<file path="src/mie_pkg.sv">
// Constants, types and decoding shared by the instruction execution core.
// Assumes one core clock and memories that answer combinationally.
package mie_pkg;

  // ****************************************************************
  // Sizes, addresses and cycle counts
  // ****************************************************************
  localparam int         PC_W        = 12;
  localparam int         DEPTH_DEF   = 6;
  localparam logic [11:0] RESET_PC   = 12'h000;
  localparam logic [7:0] PTR_X_ADDR  = 8'h80;
  localparam logic [7:0] PTR_Y_ADDR  = 8'h81;
  localparam logic [2:0] CYC_SHORT   = 3'h2;
  localparam logic [2:0] CYC_BITBR   = 3'h5;
  localparam logic [2:0] CYC_LONG    = 3'h4;

  // ****************************************************************
  // Opcode low nibble groups and control codes (high nibble)
  // ****************************************************************
  localparam logic [3:0] LO_CALL     = 4'h1;
  localparam logic [3:0] LO_BITBR    = 4'h3;
  localparam logic [3:0] LO_CTRL     = 4'h5;
  localparam logic [3:0] LO_IND      = 4'h7;
  localparam logic [3:0] LO_JUMP     = 4'h9;
  localparam logic [3:0] LO_BITOP    = 4'hb;
  localparam logic [3:0] LO_ACC      = 4'hd;
  localparam logic [3:0] LO_DIR      = 4'hf;
  localparam logic [3:0] CTRL_RET    = 4'h1;
  localparam logic [3:0] CTRL_EXIT   = 4'h2;
  localparam logic [3:0] CTRL_STOP   = 4'h3;
  localparam logic [3:0] CTRL_WAIT   = 4'h4;

  typedef enum logic [3:0] {
    op_sum                        = 4'h0,
    op_conj                       = 4'h1,
    op_accumulator_compare        = 4'h2,
    op_diff                       = 4'h3,
    op_count_up                   = 4'h4,
    op_count_down_operand         = 4'h5,
    op_zero_operand               = 4'h6,
    op_bitwise_invert_accumulator = 4'h7,
    op_rotate_left_through_carry  = 4'h8,
    op_shift_left_accumulator     = 4'h9
  } mie_alu_op_e;

  typedef enum logic [3:0] {
    cls_nop       = 4'h0,
    cls_branch    = 4'h1,
    cls_call      = 4'h2,
    cls_long_jump = 4'h3,
    cls_bit_test  = 4'h4,
    cls_bit_op    = 4'h5,
    cls_ctrl      = 4'h6,
    cls_alu_ind   = 4'h7,
    cls_alu_dir   = 4'h8,
    cls_alu_imm   = 4'h9,
    cls_acc       = 4'ha
  } mie_cls_e;

  // Branch condition codes, opcode bits 2:1
  localparam logic [1:0] COND_BRANCH_ON_ZERO_CLEAR  = 2'h0;
  localparam logic [1:0] COND_BRANCH_ON_CARRY_CLEAR = 2'h1;
  localparam logic [1:0] COND_BRANCH_ON_ZERO_SET    = 2'h2;
  localparam logic [1:0] COND_BRANCH_ON_CARRY_SET   = 2'h3;

  typedef struct packed {
    mie_cls_e    cls;
    mie_alu_op_e op;
    logic [1:0]  cond;
    logic        back;
    logic [2:0]  bitsel;
    logic        bitval;
    logic        ptr_sel;
    logic [3:0]  hi;
    logic [1:0]  nbytes;
    logic [2:0]  ncyc;
  } mie_dec_s;

  typedef struct packed {
    logic [7:0] res;
    logic       z;
    logic       c;
    logic       upd_z;
    logic       upd_c;
  } mie_alu_out_s;

  // ****************************************************************
  // Opcode decoding
  // ****************************************************************
  function automatic mie_dec_s mie_decode(input logic [7:0] opc);
    mie_dec_s   d;
    logic [3:0] lo;
    logic [3:0] hi;
    lo = opc[3:0];
    hi = opc[7:4];
    d = '{cls: cls_nop, op: op_sum, cond: lo[2:1], back: lo[3], bitsel: hi[3:1], bitval: hi[0],
          ptr_sel: hi[0], hi: hi, nbytes: 2'h1, ncyc: CYC_SHORT};
    if (!lo[0]) begin
      d.cls = cls_branch;
    end else begin
      case (lo)
        LO_CALL, LO_JUMP: begin
          d.cls    = (lo == LO_CALL) ? cls_call : cls_long_jump;
          d.nbytes = 2'h2;
          d.ncyc   = CYC_LONG;
        end
        LO_BITBR: begin
          d.cls    = cls_bit_test;
          d.nbytes = 2'h3;
          d.ncyc   = CYC_BITBR;
        end
        LO_BITOP: begin
          d.cls    = cls_bit_op;
          d.nbytes = 2'h2;
          d.ncyc   = CYC_LONG;
        end
        LO_CTRL: begin
          d.cls = cls_ctrl;
        end
        LO_IND: begin
          if (hi[3:1] != 3'h7) begin
            d.cls  = cls_alu_ind;
            d.op   = mie_alu_op_e'({1'b0, hi[3:1]});
            d.ncyc = CYC_LONG;
          end
        end
        LO_DIR: begin
          if (hi[3:1] != 3'h7 && (!hi[0] || !hi[3])) begin
            d.cls    = hi[0] ? cls_alu_imm : cls_alu_dir;
            d.op     = mie_alu_op_e'({1'b0, hi[3:1]});
            d.nbytes = 2'h2;
            d.ncyc   = CYC_LONG;
          end
        end
        LO_ACC: begin
          if (hi[1:0] != 2'h3) begin
            d.cls  = cls_acc;
            d.op   = mie_alu_op_e'(4'h7 + {2'h0, hi[1:0]});
            d.ncyc = CYC_LONG;
          end
        end
        default: begin
          d.cls = cls_nop;
        end
      endcase
    end
    return d;
  endfunction

endpackage

</file>
<file path="src/mie_core.sv">
// Instruction execution core: fetch, decode and execute of the arithmetic,
// branch, bit, control and jump/call groups.
// Assumes program and data memories return read data in the same cycle as
// the address; data writes take place at the clock edge ending a write cycle.
`timescale 1ns/1ps
module mie_core
  import mie_pkg::*;
#(
  parameter int STACK_DEPTH = DEPTH_DEF
)(
  // Clock and reset
  input  logic             clk,
  input  logic             reset_n,
  // Program memory
  output logic [PC_W-1:0]  prog_addr,
  input  logic [7:0]       prog_data,
  // Data space memory
  output logic [7:0]       data_addr,
  input  logic [7:0]       data_rdata,
  output logic [7:0]       data_wdata,
  output logic             data_we,
  // Power modes
  input  logic             watchdog_sel,
  input  logic             wake,
  output logic             wait_mode,
  output logic             stop_mode,
  // Visible state
  output logic [7:0]       acc,
  output logic             carry,
  output logic             zero,
  output logic             instr_done
);

  typedef enum logic [0:0] {
    ST_RUN  = 1'b0,
    ST_HALT = 1'b1
  } mie_state_e;

  // ****************************************************************
  // State
  // ****************************************************************
  mie_state_e       st_ff,        nxt_st;
  logic [2:0]       cyc_ff,       nxt_cyc;
  logic [PC_W-1:0]  pc_ff,        nxt_pc;
  logic [PC_W-1:0]  opc_pc_ff,    nxt_opc_pc;
  logic [7:0]       ir_ff,        nxt_ir;
  logic [7:0]       b2_ff,        nxt_b2;
  logic [7:0]       b3_ff,        nxt_b3;
  logic [7:0]       acc_ff,       nxt_acc;
  logic             carry_ff,     nxt_carry;
  logic             zero_ff,      nxt_zero;
  logic             sav_c_ff,     nxt_sav_c;
  logic             sav_z_ff,     nxt_sav_z;
  logic [2:0]       sp_ff,        nxt_sp;
  logic [PC_W-1:0]  stk_ff  [STACK_DEPTH];
  logic [PC_W-1:0]  nxt_stk [STACK_DEPTH];
  logic [7:0]       daddr_ff,     nxt_daddr;
  logic [7:0]       wdata_ff,     nxt_wdata;
  logic             we_ff,        nxt_we;
  logic             wait_ff,      nxt_wait;
  logic             stop_ff,      nxt_stop;
  logic             done_ff,      nxt_done;

  mie_dec_s         dec;
  mie_alu_out_s     alu;
  logic [7:0]       alu_b;
  logic             cond_ok;
  logic [PC_W-1:0]  rel_tgt;
  logic [PC_W-1:0]  bit_tgt;
  logic [2:0]       push_idx;
  logic [2:0]       pop_idx;

  assign dec = mie_decode(ir_ff);
  assign alu_b = (dec.cls == cls_alu_imm) ? b2_ff : data_rdata;

  mie_alu u_alu (
    .op  (dec.op),
    .acc (acc_ff),
    .mem (alu_b),
    .cin (carry_ff),
    .out (alu)
  );

  // ****************************************************************
  // Branch conditions, targets and stack indices
  // ****************************************************************
  always_comb begin
    case (dec.cond)
      COND_BRANCH_ON_ZERO_CLEAR:  cond_ok = ~zero_ff;
      COND_BRANCH_ON_CARRY_CLEAR: cond_ok = ~carry_ff;
      COND_BRANCH_ON_ZERO_SET:    cond_ok = zero_ff;
      COND_BRANCH_ON_CARRY_SET:   cond_ok = carry_ff;
      default:                    cond_ok = 1'b0;
    endcase
    rel_tgt = dec.back ? (opc_pc_ff - {8'h00, dec.hi}) : (opc_pc_ff + {8'h00, dec.hi} + 12'h001);
    bit_tgt = opc_pc_ff + 12'h002 + {{4{b3_ff[7]}}, b3_ff};
    push_idx = (sp_ff == 3'(STACK_DEPTH)) ? 3'(STACK_DEPTH - 1) : sp_ff;
    pop_idx = (sp_ff == 3'h0) ? 3'h0 : sp_ff - 3'h1;
  end

  // ****************************************************************
  // Next-state logic
  // ****************************************************************
  always_comb begin
    nxt_st = st_ff;
    nxt_cyc = cyc_ff;
    nxt_pc = pc_ff;
    nxt_opc_pc = opc_pc_ff;
    nxt_ir = ir_ff;
    nxt_b2 = b2_ff;
    nxt_b3 = b3_ff;
    nxt_acc = acc_ff;
    nxt_carry = carry_ff;
    nxt_zero = zero_ff;
    nxt_sav_c = sav_c_ff;
    nxt_sav_z = sav_z_ff;
    nxt_sp = sp_ff;
    nxt_stk = stk_ff;
    nxt_daddr = daddr_ff;
    nxt_wdata = wdata_ff;
    nxt_we = 1'b0;
    nxt_wait = wait_ff;
    nxt_stop = stop_ff;
    nxt_done = 1'b0;
    case (st_ff)
      ST_HALT: begin
        if (wake) begin
          nxt_st = ST_RUN;
          nxt_wait = 1'b0;
          nxt_stop = 1'b0;
          nxt_cyc = 3'h0;
        end
      end
      ST_RUN: begin
        nxt_cyc = cyc_ff + 3'h1;
        case (cyc_ff)
          3'h0: begin
            nxt_ir = prog_data;
            nxt_opc_pc = pc_ff;
            nxt_pc = pc_ff + 12'h001;
          end
          3'h1: begin
            if (dec.nbytes != 2'h1) begin
              nxt_b2 = prog_data;
              nxt_pc = pc_ff + 12'h001;
            end
            if (dec.cls == cls_branch && cond_ok) begin
              nxt_pc = rel_tgt;
            end
            if (dec.cls == cls_ctrl && (dec.hi == CTRL_RET || dec.hi == CTRL_EXIT)) begin
              nxt_pc = stk_ff[pop_idx];
              nxt_sp = pop_idx;
              if (dec.hi == CTRL_EXIT) begin
                nxt_carry = sav_c_ff;
                nxt_zero = sav_z_ff;
              end
            end
            if (dec.cls == cls_alu_ind) begin
              nxt_daddr = dec.ptr_sel ? PTR_Y_ADDR : PTR_X_ADDR;
            end
            if (dec.cls == cls_acc) begin
              nxt_acc = alu.res;
              nxt_carry = alu.c;
              nxt_zero = alu.z;
            end
          end
          3'h2: begin
            if (dec.cls == cls_bit_test) begin
              nxt_b3 = prog_data;
              nxt_pc = pc_ff + 12'h001;
            end
            if (dec.cls == cls_bit_test || dec.cls == cls_bit_op || dec.cls == cls_alu_dir) begin
              nxt_daddr = b2_ff;
            end
            if (dec.cls == cls_alu_ind) begin
              nxt_daddr = data_rdata;
            end
          end
          3'h3: begin
            if (dec.cls == cls_alu_ind || dec.cls == cls_alu_dir || dec.cls == cls_alu_imm) begin
              if (dec.op >= op_count_up) begin
                nxt_wdata = alu.res;
                nxt_we = 1'b1;
              end else if (dec.op != op_accumulator_compare) begin
                nxt_acc = alu.res;
              end
              if (alu.upd_z) begin
                nxt_zero = alu.z;
              end
              if (alu.upd_c) begin
                nxt_carry = alu.c;
              end
            end
            if (dec.cls == cls_bit_op) begin
              nxt_wdata = data_rdata;
              nxt_wdata[dec.bitsel] = dec.bitval;
              nxt_we = 1'b1;
            end
            if (dec.cls == cls_bit_test) begin
              nxt_carry = data_rdata[dec.bitsel];
            end
            if (dec.cls == cls_call || dec.cls == cls_long_jump) begin
              nxt_pc = {dec.hi, b2_ff};
            end
            if (dec.cls == cls_call) begin
              nxt_stk[push_idx] = pc_ff;
              nxt_sav_c = carry_ff;
              nxt_sav_z = zero_ff;
              if (sp_ff != 3'(STACK_DEPTH)) begin
                nxt_sp = sp_ff + 3'h1;
              end
            end
          end
          default: begin
            if (dec.cls == cls_bit_test && carry_ff == dec.bitval) begin
              nxt_pc = bit_tgt;
            end
          end
        endcase
        if (cyc_ff != 3'h0 && cyc_ff == dec.ncyc - 3'h1) begin
          nxt_cyc = 3'h0;
          nxt_done = 1'b1;
          if (dec.cls == cls_ctrl && (dec.hi == CTRL_STOP || dec.hi == CTRL_WAIT)) begin
            nxt_st = ST_HALT;
            nxt_stop = (dec.hi == CTRL_STOP) && !watchdog_sel;
            nxt_wait = (dec.hi == CTRL_WAIT) || watchdog_sel;
          end
        end
      end
      default: begin
        nxt_st = ST_RUN;
      end
    endcase
  end

  // ****************************************************************
  // Registers
  // ****************************************************************
  always_ff @(posedge clk or negedge reset_n) begin
    if (!reset_n) begin
      st_ff <= ST_RUN;
      cyc_ff <= 3'h0;
      pc_ff <= RESET_PC;
      opc_pc_ff <= RESET_PC;
      ir_ff <= 8'h00;
      b2_ff <= 8'h00;
      b3_ff <= 8'h00;
      acc_ff <= 8'h00;
      carry_ff <= 1'b0;
      zero_ff <= 1'b0;
      sav_c_ff <= 1'b0;
      sav_z_ff <= 1'b0;
      sp_ff <= 3'h0;
      for (int i = 0; i < STACK_DEPTH; i++) begin
        stk_ff[i] <= RESET_PC;
      end
      daddr_ff <= 8'h00;
      wdata_ff <= 8'h00;
      we_ff <= 1'b0;
      wait_ff <= 1'b0;
      stop_ff <= 1'b0;
      done_ff <= 1'b0;
    end else begin
      st_ff <= nxt_st;
      cyc_ff <= nxt_cyc;
      pc_ff <= nxt_pc;
      opc_pc_ff <= nxt_opc_pc;
      ir_ff <= nxt_ir;
      b2_ff <= nxt_b2;
      b3_ff <= nxt_b3;
      acc_ff <= nxt_acc;
      carry_ff <= nxt_carry;
      zero_ff <= nxt_zero;
      sav_c_ff <= nxt_sav_c;
      sav_z_ff <= nxt_sav_z;
      sp_ff <= nxt_sp;
      stk_ff <= nxt_stk;
      daddr_ff <= nxt_daddr;
      wdata_ff <= nxt_wdata;
      we_ff <= nxt_we;
      wait_ff <= nxt_wait;
      stop_ff <= nxt_stop;
      done_ff <= nxt_done;
    end
  end

  assign prog_addr = pc_ff;
  assign data_addr = daddr_ff;
  assign data_wdata = wdata_ff;
  assign data_we = we_ff;
  assign wait_mode = wait_ff;
  assign stop_mode = stop_ff;
  assign acc = acc_ff;
  assign carry = carry_ff;
  assign zero = zero_ff;
  assign instr_done = done_ff;

endmodule

</file>
<file path="src/mie_alu.sv">
// Arithmetic and logic unit of the instruction execution core.
// Purely combinational; the caller decides where the result goes.
`timescale 1ns/1ps
module mie_alu
  import mie_pkg::*;
(
  // Operation and operands
  input  mie_alu_op_e  op,
  input  logic [7:0]   acc,
  input  logic [7:0]   mem,
  input  logic         cin,
  // Result and flags
  output mie_alu_out_s out
);

  logic [8:0] t;

  always_comb begin
    t = 9'h000;
    out = '{res: acc, z: 1'b0, c: cin, upd_z: 1'b1, upd_c: 1'b1};
    case (op)
      op_sum: begin
        t = {1'b0, acc} + {1'b0, mem};
        out.res = t[7:0];
        out.c = t[8];
      end
      op_conj: begin
        out.res = acc & mem;
        out.c = 1'b0;
      end
      op_accumulator_compare, op_diff: begin
        t = {1'b0, acc} - {1'b0, mem};
        out.res = t[7:0];
        out.c = t[8];
      end
      op_count_up: begin
        out.res = mem + 8'h01;
        out.upd_c = 1'b0;
      end
      op_count_down_operand: begin
        out.res = mem - 8'h01;
        out.upd_c = 1'b0;
      end
      op_zero_operand: begin
        out.res = 8'h00;
        out.upd_z = 1'b0;
        out.upd_c = 1'b0;
      end
      op_bitwise_invert_accumulator: begin
        out.res = ~acc;
        out.c = acc[7];
      end
      op_rotate_left_through_carry: begin
        out.res = {acc[6:0], cin};
        out.c = acc[7];
      end
      op_shift_left_accumulator: begin
        out.res = {acc[6:0], 1'b0};
        out.c = acc[7];
      end
      default: begin
        out.upd_z = 1'b0;
        out.upd_c = 1'b0;
      end
    endcase
    out.z = (out.res == 8'h00);
  end

endmodule

</file>
<file path="config.mk">
export PLATFORM = sky130hd
export DESIGN_NAME = mie_core
export DESIGN_NICKNAME = d
export VERILOG_FILES = /design/src/mie_pkg.sv /design/src/mie_core.sv /design/src/mie_alu.sv
export SDC_FILE = /design/constraint.sdc
export NUM_CORES = 1
export LEC_CHECK = 0
export ABC_CLOCK_PERIOD_IN_PS = 8300
export BUFFER_PORTS_ARGS = -buffer_cell sky130_fd_sc_hd__clkbuf_2
export CAP_MARGIN = 20
export CORE_ASPECT_RATIO = 0.9
export CORE_MARGIN = 2
export CORE_UTILIZATION = 35
export DETAILED_ROUTE_END_ITERATION = 12
export PLACE_DENSITY = 0.49
export SYNTH_ARGS = -nofsm -noshare
export SYNTH_HDL_FRONTEND = slang
export SYNTH_SLANG_ARGS = --single-unit
</file>
<file path="constraint.sdc">
create_clock -name clk -period 8.3 [get_ports clk]
set_input_delay 0.83 -clock clk [delete_from_list [all_inputs] [get_ports clk]]
set_output_delay 0.83 -clock clk [all_outputs]
set_load 0.005 [all_outputs]
</file>
==> results of run 1 <==
## cell families (layout without fill, tap and decap cells)
logic type	count (synthesis)	after routing	synth area share [%]
flip-flops	159	159	35.8
AND/OR/NAND/NOR	340	340	14.5
buffers and inverters	128	162	4.78
XOR/XNOR	46	46	3.62
AO/OA/AOI/OAI	290	290	17.2
adder cells (fa/ha/maj)	76	76	8.95
multiplexers	155	155	15.2
## routing by layer
| layer | GRT usage [%] | up-vias |
|---|---|---|
| li1 | - | 4377 |
| met1 | 31.8 | 4551 |
| met2 | 32.1 | 273 |
| met3 | 4.00 | 49 |
| met4 | 6.92 | 0 |
| met5 | 0 | - |
## final timing paths
path                                           from                        to  slack (ps)  cells past startpoint
max                            ir_ff[5]$_DFFE_PN0P_          zero$_DFFE_PN0P_        2880                     17
min                                         reset_n      instr_done$_DFF_PN0_         200                      1
max reg2reg                    ir_ff[5]$_DFFE_PN0P_          zero$_DFFE_PN0P_        2880                     17
min reg2reg                data_addr[5]$_DFFE_PN0P_  data_addr[5]$_DFFE_PN0P_         480                      2
max in group asynchronous                   reset_n  prog_addr[8]$_DFFE_PN0P_        6600                      3
min in group clk           data_addr[5]$_DFFE_PN0P_  data_addr[5]$_DFFE_PN0P_         480                      2
## placed cells by master, fill, tap and decap left out, drive strengths merged, types with 10 or more instances in the layout
cell type / n
a32oi: 10
nor3: 19
xnor2: 28
buf: 18
mux2i: 45
o21ai: 84
or3: 13
o31ai: 14
a211oi: 16
inv: 59
nor2: 72
nand2b: 11
a21oi: 53
dfrtp: 159
nand2: 132
a31oi: 25
mux2: 110
clkbuf: 77
nand3: 37
and3: 13
xor2: 18
ha: 70
## state kept, by name (all words and copies together), names as in the netlist, 3 cells and up
register / count
ir_ff: 8
data_addr: 8
cyc_ff: 3
opc_pc_ff: 12
prog_addr: 12
b2_ff: 8
b3_ff: 8
stk_ff: 72
data_wdata: 8
acc: 8
sp_ff: 3
## cells in the mapped netlist, types with 7 or more instances
library cell / n
a211oi_1: 16
a21o_1: 9
a21oi_1: 52
a31oi_1: 25
a32oi_1: 10
and3_1: 12
buf_2: 20
clkbuf_1: 47
dfrtp_1: 159
ha_1: 70
inv_1: 51
mux2_2: 110
mux2i_1: 45
nand2_1: 132
nand2b_1: 11
nand3_1: 36
nand4_1: 8
nor2_1: 72
nor2b_1: 7
nor3_1: 19
o211ai_1: 7
o21ai_0: 77
o21ai_1: 7
o22ai_1: 7
o31ai_1: 14
or3_1: 13
xnor2_1: 28
xor2_1: 18
## final cells by class
class / instances / area [µm²]
inverters: 52 / 195
repair buffers: 78 / 459
clock buffers: 17 / 425
flip-flops and latches: 159 / 3980
clock inverters: 15 / 170
well taps: 409 / 512
fillers: 3102 / 18700
multi-input cells: 907 / 6640
## through the flow
stage	setup slack (ps)	total power, µW
6_report	2880	5530
5_1_grt	2280	5980
4_1_cts	2980	5550
3_5_place_dp	3010	4710
3_3_place_gp	3210	4720
2_1_floorplan	4160	3700
## where the power goes
part	switching [µW]	total, µW	internal [µW]	leakage (µW)
clock network	405	811	406	0.000291
registers	472	1560	1080	0.00203
logic	1850	3170	1320	0.00324
total	2730	5530	2810	0.00555
==> summary.txt, run 1 <==
Clock network
  – Clk Latency, worst-skew pair: 450 ps
  – Clock sink count: 159
  – H-tree depth: 4
  – Num CTS Buffers: 17
  – Clock Tree Root: clkbuf_16
  – Clk slew on worst S/H paths: 80 ps
  – CTS max path bufs: 2
  – Post-CTS Repair Setup Buffers: 0
  – Cts repair resizes: 0
  – TritonCTS clock tree: yes
  – Hold_buf cts: 0

Setup path
  – Crit-path max cell delay: 800 ps
  – CP arrival: 5790 ps
  – Top delay family on crit path: simple AND/OR/NAND/NOR gates
  – CP max-delay cell: dfrtp_1
  – Req. time, crit path: 8670 ps
  – CP endpoint kind: flop
  – Critical-path maximum fanout: 20
  – Crit path kind: reg2reg
  – CP startpoint kind: flop
  – Buf/Inv on CP: 2
  – Cell Chain, Critical Path: inv_1 > ha_1 > nand2_1 > and3_1 > nand2_1 > nor2_1 > inv_1 > fa_1 > nand2b_1 > a21oi_1 > o22ai_1 > xor2_1 > o221ai_1 > a311oi_1 > nand4b_1 > nand4b_1 > o21ai_1

Timing
  – Slew margin rel.: 30.9%
  – Worst slew pin tran: 1030 ps
  – Fin. max-slew vios: 0
  – Final worst-path cycle share: 65.3%
  – Hold Vio Cnt, Final: 0
  – F_max: 0.185 GHz
  – Fin Clk Skew: 12.1 ps
  – Tmin final: 5420 ps
  – Final setup violation count: 0
  – Unrepaired setup endpoints after global routing: false
  – Sum Neg Setup Slack: 0 ps
  – Fin Hold WS: 202 ps

Yosys
  – Synth Instances: 1194
  – Predominant post-synthesis flop cell: dfrtp_1
  – Synth top area cells: dfrtp_1, mux2_2, ha_1
  – Net Count, Synth: 1290
  – Ys async rst share: 100%
  – Mean area per synthesized cell: 9.32 µm²
  – Sequential area share after synthesis: 35.8%
  – Seq cells post-synth: 159
  – Post-Syn Area: 11100 µm²
  – EDFF count, synth: 0
  – Post-synth top area cell: dfrtp_1
  – YS warnings: 0
  – Synth top area share: 35.8%
  – Unique masters post-synth: 79

Route
  – Final WL: 35.4 mm
  – Routed met3 length: 2.09 mm
  – Drt first pass iters: 5
  – Metal1 wirelength: 16.8 mm
  – DR WL met2: 15.5 mm
  – Top layer in use: met4
  – Vias: 9250
  – Initial DRC count: 717
  – Post-DRT Antenna Nets: 0
  – DR WL/cell: 21.6 µm
  – Number of remaining DRC errors: 0
  – Mean number of vias per cell: 5.65

Place
  – GPL Wtd Cong: 0.903
  – # port buffers: 61
  – Placed Cells: 1604
  – Post-DP HPWL: 25.1 mm
  – Area after DPL: 11800 µm²

Floorplanning
  – DIE AREA: 33200 µm²
  – Die boundary width: 192 µm
  – Initial cell density of the core: 35.8%
  – Chip height: 173 µm
  – Row Count: 61
  – Core ar.: 31100 µm²
  – Number of I/O pins: 62

Layout
  – Nets@finish: 1311
  – Fin util: 39.9%
  – Share of layout cells above drive strength 1: 19.3%
  – Area Growth Syn to Fin: 11.3%
  – Post-Layout Cell Count: 1637
  – ANT cells: 0
  – Final Instance Area: 12400 µm²

Power
  – Worst vdd ir: 0.000263 V
  – Power per cell area: 447 nW/µm²
  – Leakage: 0.00555 µW

Global routing
  – Initial antenna violation count: 0
  – Pin count of the biggest net entering global routing: 101
  – GRT Total Usage: 21.7%
  – First-pass GRT wire length: 55.0 mm
  – Total grt overflow: 0
  – Number of global-route vias before repair: 8856

Status
  – Status: finished, final reports clean

Hold path
  – Hold crit path type: in2async

Job
  – Maxcap violations: 0
No activity file was read; power rests on OpenSTA's default activity.
==> inputs of run 2 (changes only) <==
ABC_CLOCK_PERIOD_IN_PS = 4640   (was 8300)
PLACE_DENSITY = 0.5   (was 0.49)
clock period = 4.64 ns   (was 8.3 ns; I/O delays follow)
==> run 2 against run 1 <==
Power grew 84%. Clock power rose by 90%. Highest routed layer unchanged. Sequential cell count stayed put. First-iteration DRC count up 1.4%. Worst setup slack worse by 2400 ps. Sequential power grew 74%.
==> summary.txt, run 2 (synthesis results as in run 1) <==
Clock network
  – Hold_buf cts: 0
  – Clk Latency, worst-skew pair: 460 ps
  – TritonCTS clock tree: yes
  – Clock Tree Root: clkbuf_16
  – Clock sink count: 159
  – CTS max path bufs: 2
  – Num CTS Buffers: 17
  – H-tree depth: 4
  – Cts repair resizes: 0
  – Post-CTS Repair Setup Buffers: 0
  – Clk slew on worst S/H paths: 80 ps

Timing
  – Slew margin rel.: 30.9%
  – Tmin final: 4200 ps
  – Final worst-path cycle share: 90.6%
  – Fin Hold WS: 124 ps
  – Final setup violation count: 0
  – Hold Vio Cnt, Final: 0
  – Sum Neg Setup Slack: 0 ps
  – Unrepaired setup endpoints after global routing: false
  – F_max: 0.238 GHz
  – Fin Clk Skew: 24.9 ps
  – Worst slew pin tran: 1040 ps
  – Fin. max-slew vios: 0
  – Setup slack after layout: 437 ps

Floorplanning
  – Number of I/O pins: 62
  – Die boundary width: 192 µm
  – DIE AREA: 33200 µm²
  – Chip height: 173 µm
  – Initial cell density of the core: 35.8%
  – Core ar.: 31100 µm²
  – Row Count: 61

Route
  – DR WL/cell: 21.7 µm
  – Mean number of vias per cell: 5.69
  – Vias: 9421
  – Number of remaining DRC errors: 0
  – Post-DRT Antenna Nets: 0
  – Drt first pass iters: 5
  – Initial DRC count: 727
  – Final WL: 35.9 mm

Place
  – GPL Wtd Cong: 0.934
  – Post-DP HPWL: 25.9 mm
  – # port buffers: 61
  – DP Worst Slack: 569 ps

Setup path
  – CP max-delay cell: dfrtp_1
  – CP startpoint kind: flop
  – CP endpoint kind: flop
  – Crit path kind: reg2reg
  – Crit path top cell by count: nand4b_1
  – Crit-path max cell delay: 600 ps
  – Cell Chain, Critical Path: nand4b_1 > or3_1 > and3_4 > nor2_1 > buf_4 > inv_1 > fa_1 > nand2b_1 > a21oi_1 > o22ai_1 > xor2_1 > o221ai_1 > a311oi_1 > nand4b_1 > nand4b_1 > o21ai_1
  – CP arrival: 4570 ps
  – Top delay family on crit path: simple AND/OR/NAND/NOR gates
  – Buf/Inv on CP: 2
  – Critical-path maximum fanout: 14
  – Req. time, crit path: 5010 ps

Layout
  – Max reg flops: 72
  – Most common cell after layout, fill and taps aside: dfrtp_1
  – ANT cells: 0
  – Commonest cells after routing, fill and taps aside: dfrtp_1, nand2_1, mux2_2, o21ai_0, nor2_1
  – Nets@finish: 1332
  – Biggest register: stk_ff
  – Area Growth Syn to Fin: 12.8%
  – Share of layout cells above drive strength 1: 20.6%

Global routing
  – First-pass GRT wire length: 56.2 mm
  – Number of global-route vias before repair: 9236
  – GRT Total Usage: 22.1%
  – Total grt overflow: 0
  – Initial antenna violation count: 0
  – Pin count of the biggest net entering global routing: 93

Power
  – Power per cell area: 809 nW/µm²
  – Worst vdd ir: 0.000417 V
  – Leakage: 0.00566 µW

Job
  – Maxcap violations: 0

Status
  – Status: finished, final reports clean

Hold path
  – Hold crit path type: in2async
## run 2: cell types whose count changed in the layout (fill, tap and decap cells not counted), moves of 2 or more
cell,previous run,this run
inv_8,2,4
buf_4,16,38
bufinv_16,0,2
clkinv_4,3,0
## run 2: worst reg2reg max path: stages (launching register included)
cell      delay [ps]
dfrtp_1          600
nand4b_1         300
or3_1            410
and3_4           270
nor2_1           120
buf_4            160
inv_1             60
fa_1             450
nand2b_1         180
a21oi_1          170
o22ai_1          120
xor2_1           160
o221ai_1         130
a311oi_1         510
nand4b_1         140
nand4b_1         180
o21ai_1          150
## run 2: worst paths after layout
check,slack [ps],to,cells past startpoint,from
max,440,zero$_DFFE_PN0P_,16,ir_ff[2]$_DFFE_PN0P_
min,120,data_addr[1]$_DFFE_PN0P_,1,reset_n
max reg2reg,440,zero$_DFFE_PN0P_,16,ir_ff[2]$_DFFE_PN0P_
min reg2reg,480,stk_ff[4]$_DFFE_PN0P_,2,stk_ff[4]$_DFFE_PN0P_
max in group asynchronous,3430,acc[3]$_DFFE_PN0P_,2,reset_n
min in group clk,280,ir_ff[4]$_DFFE_PN0P_,3,prog_data[4]
## run 2: cell type report
class	count	area, µm²
Clock inverter	14	196
Inverter	52	195
Fill cell	3097	18500
Sequential cell	159	3980
Timing Repair Buffer	99	597
Multi-Input combinational cell	907	6640
Clock buffer	17	425
Tap cell	409	512
## run 2: layer usage
layer / GRT usage [%] / vias up / share of wire, %
li1: - / 4421 / -
met1: 31.4 / 4693 / 48
met2: 34.8 / 272 / 46
met3: 4.04 / 35 / 5.3
met4: 4.65 / 0 / 1.3
met5: 0 / - / 0
## run 2: stage by stage
step                      power [µW]  instances  area (µm²)  utilization [%]
after floorplan                 6610       1194       11100                -
after global placement          8570       1626       11900             38.4
after detailed placement        8570       1626       11900             38.4
after CTS                      10200       1657       12500             40.4
after global routing           11000       1657       12500             40.4
final                          10200       1657       12500             40.4
## run 2: where the power goes
group | switching (µW) | total [µW] | internal, µW
clock network | 718 | 1540 | 826
logic | 3440 | 5900 | 2460
registers | 772 | 2710 | 1940
total | 4930 | 10200 | 5230
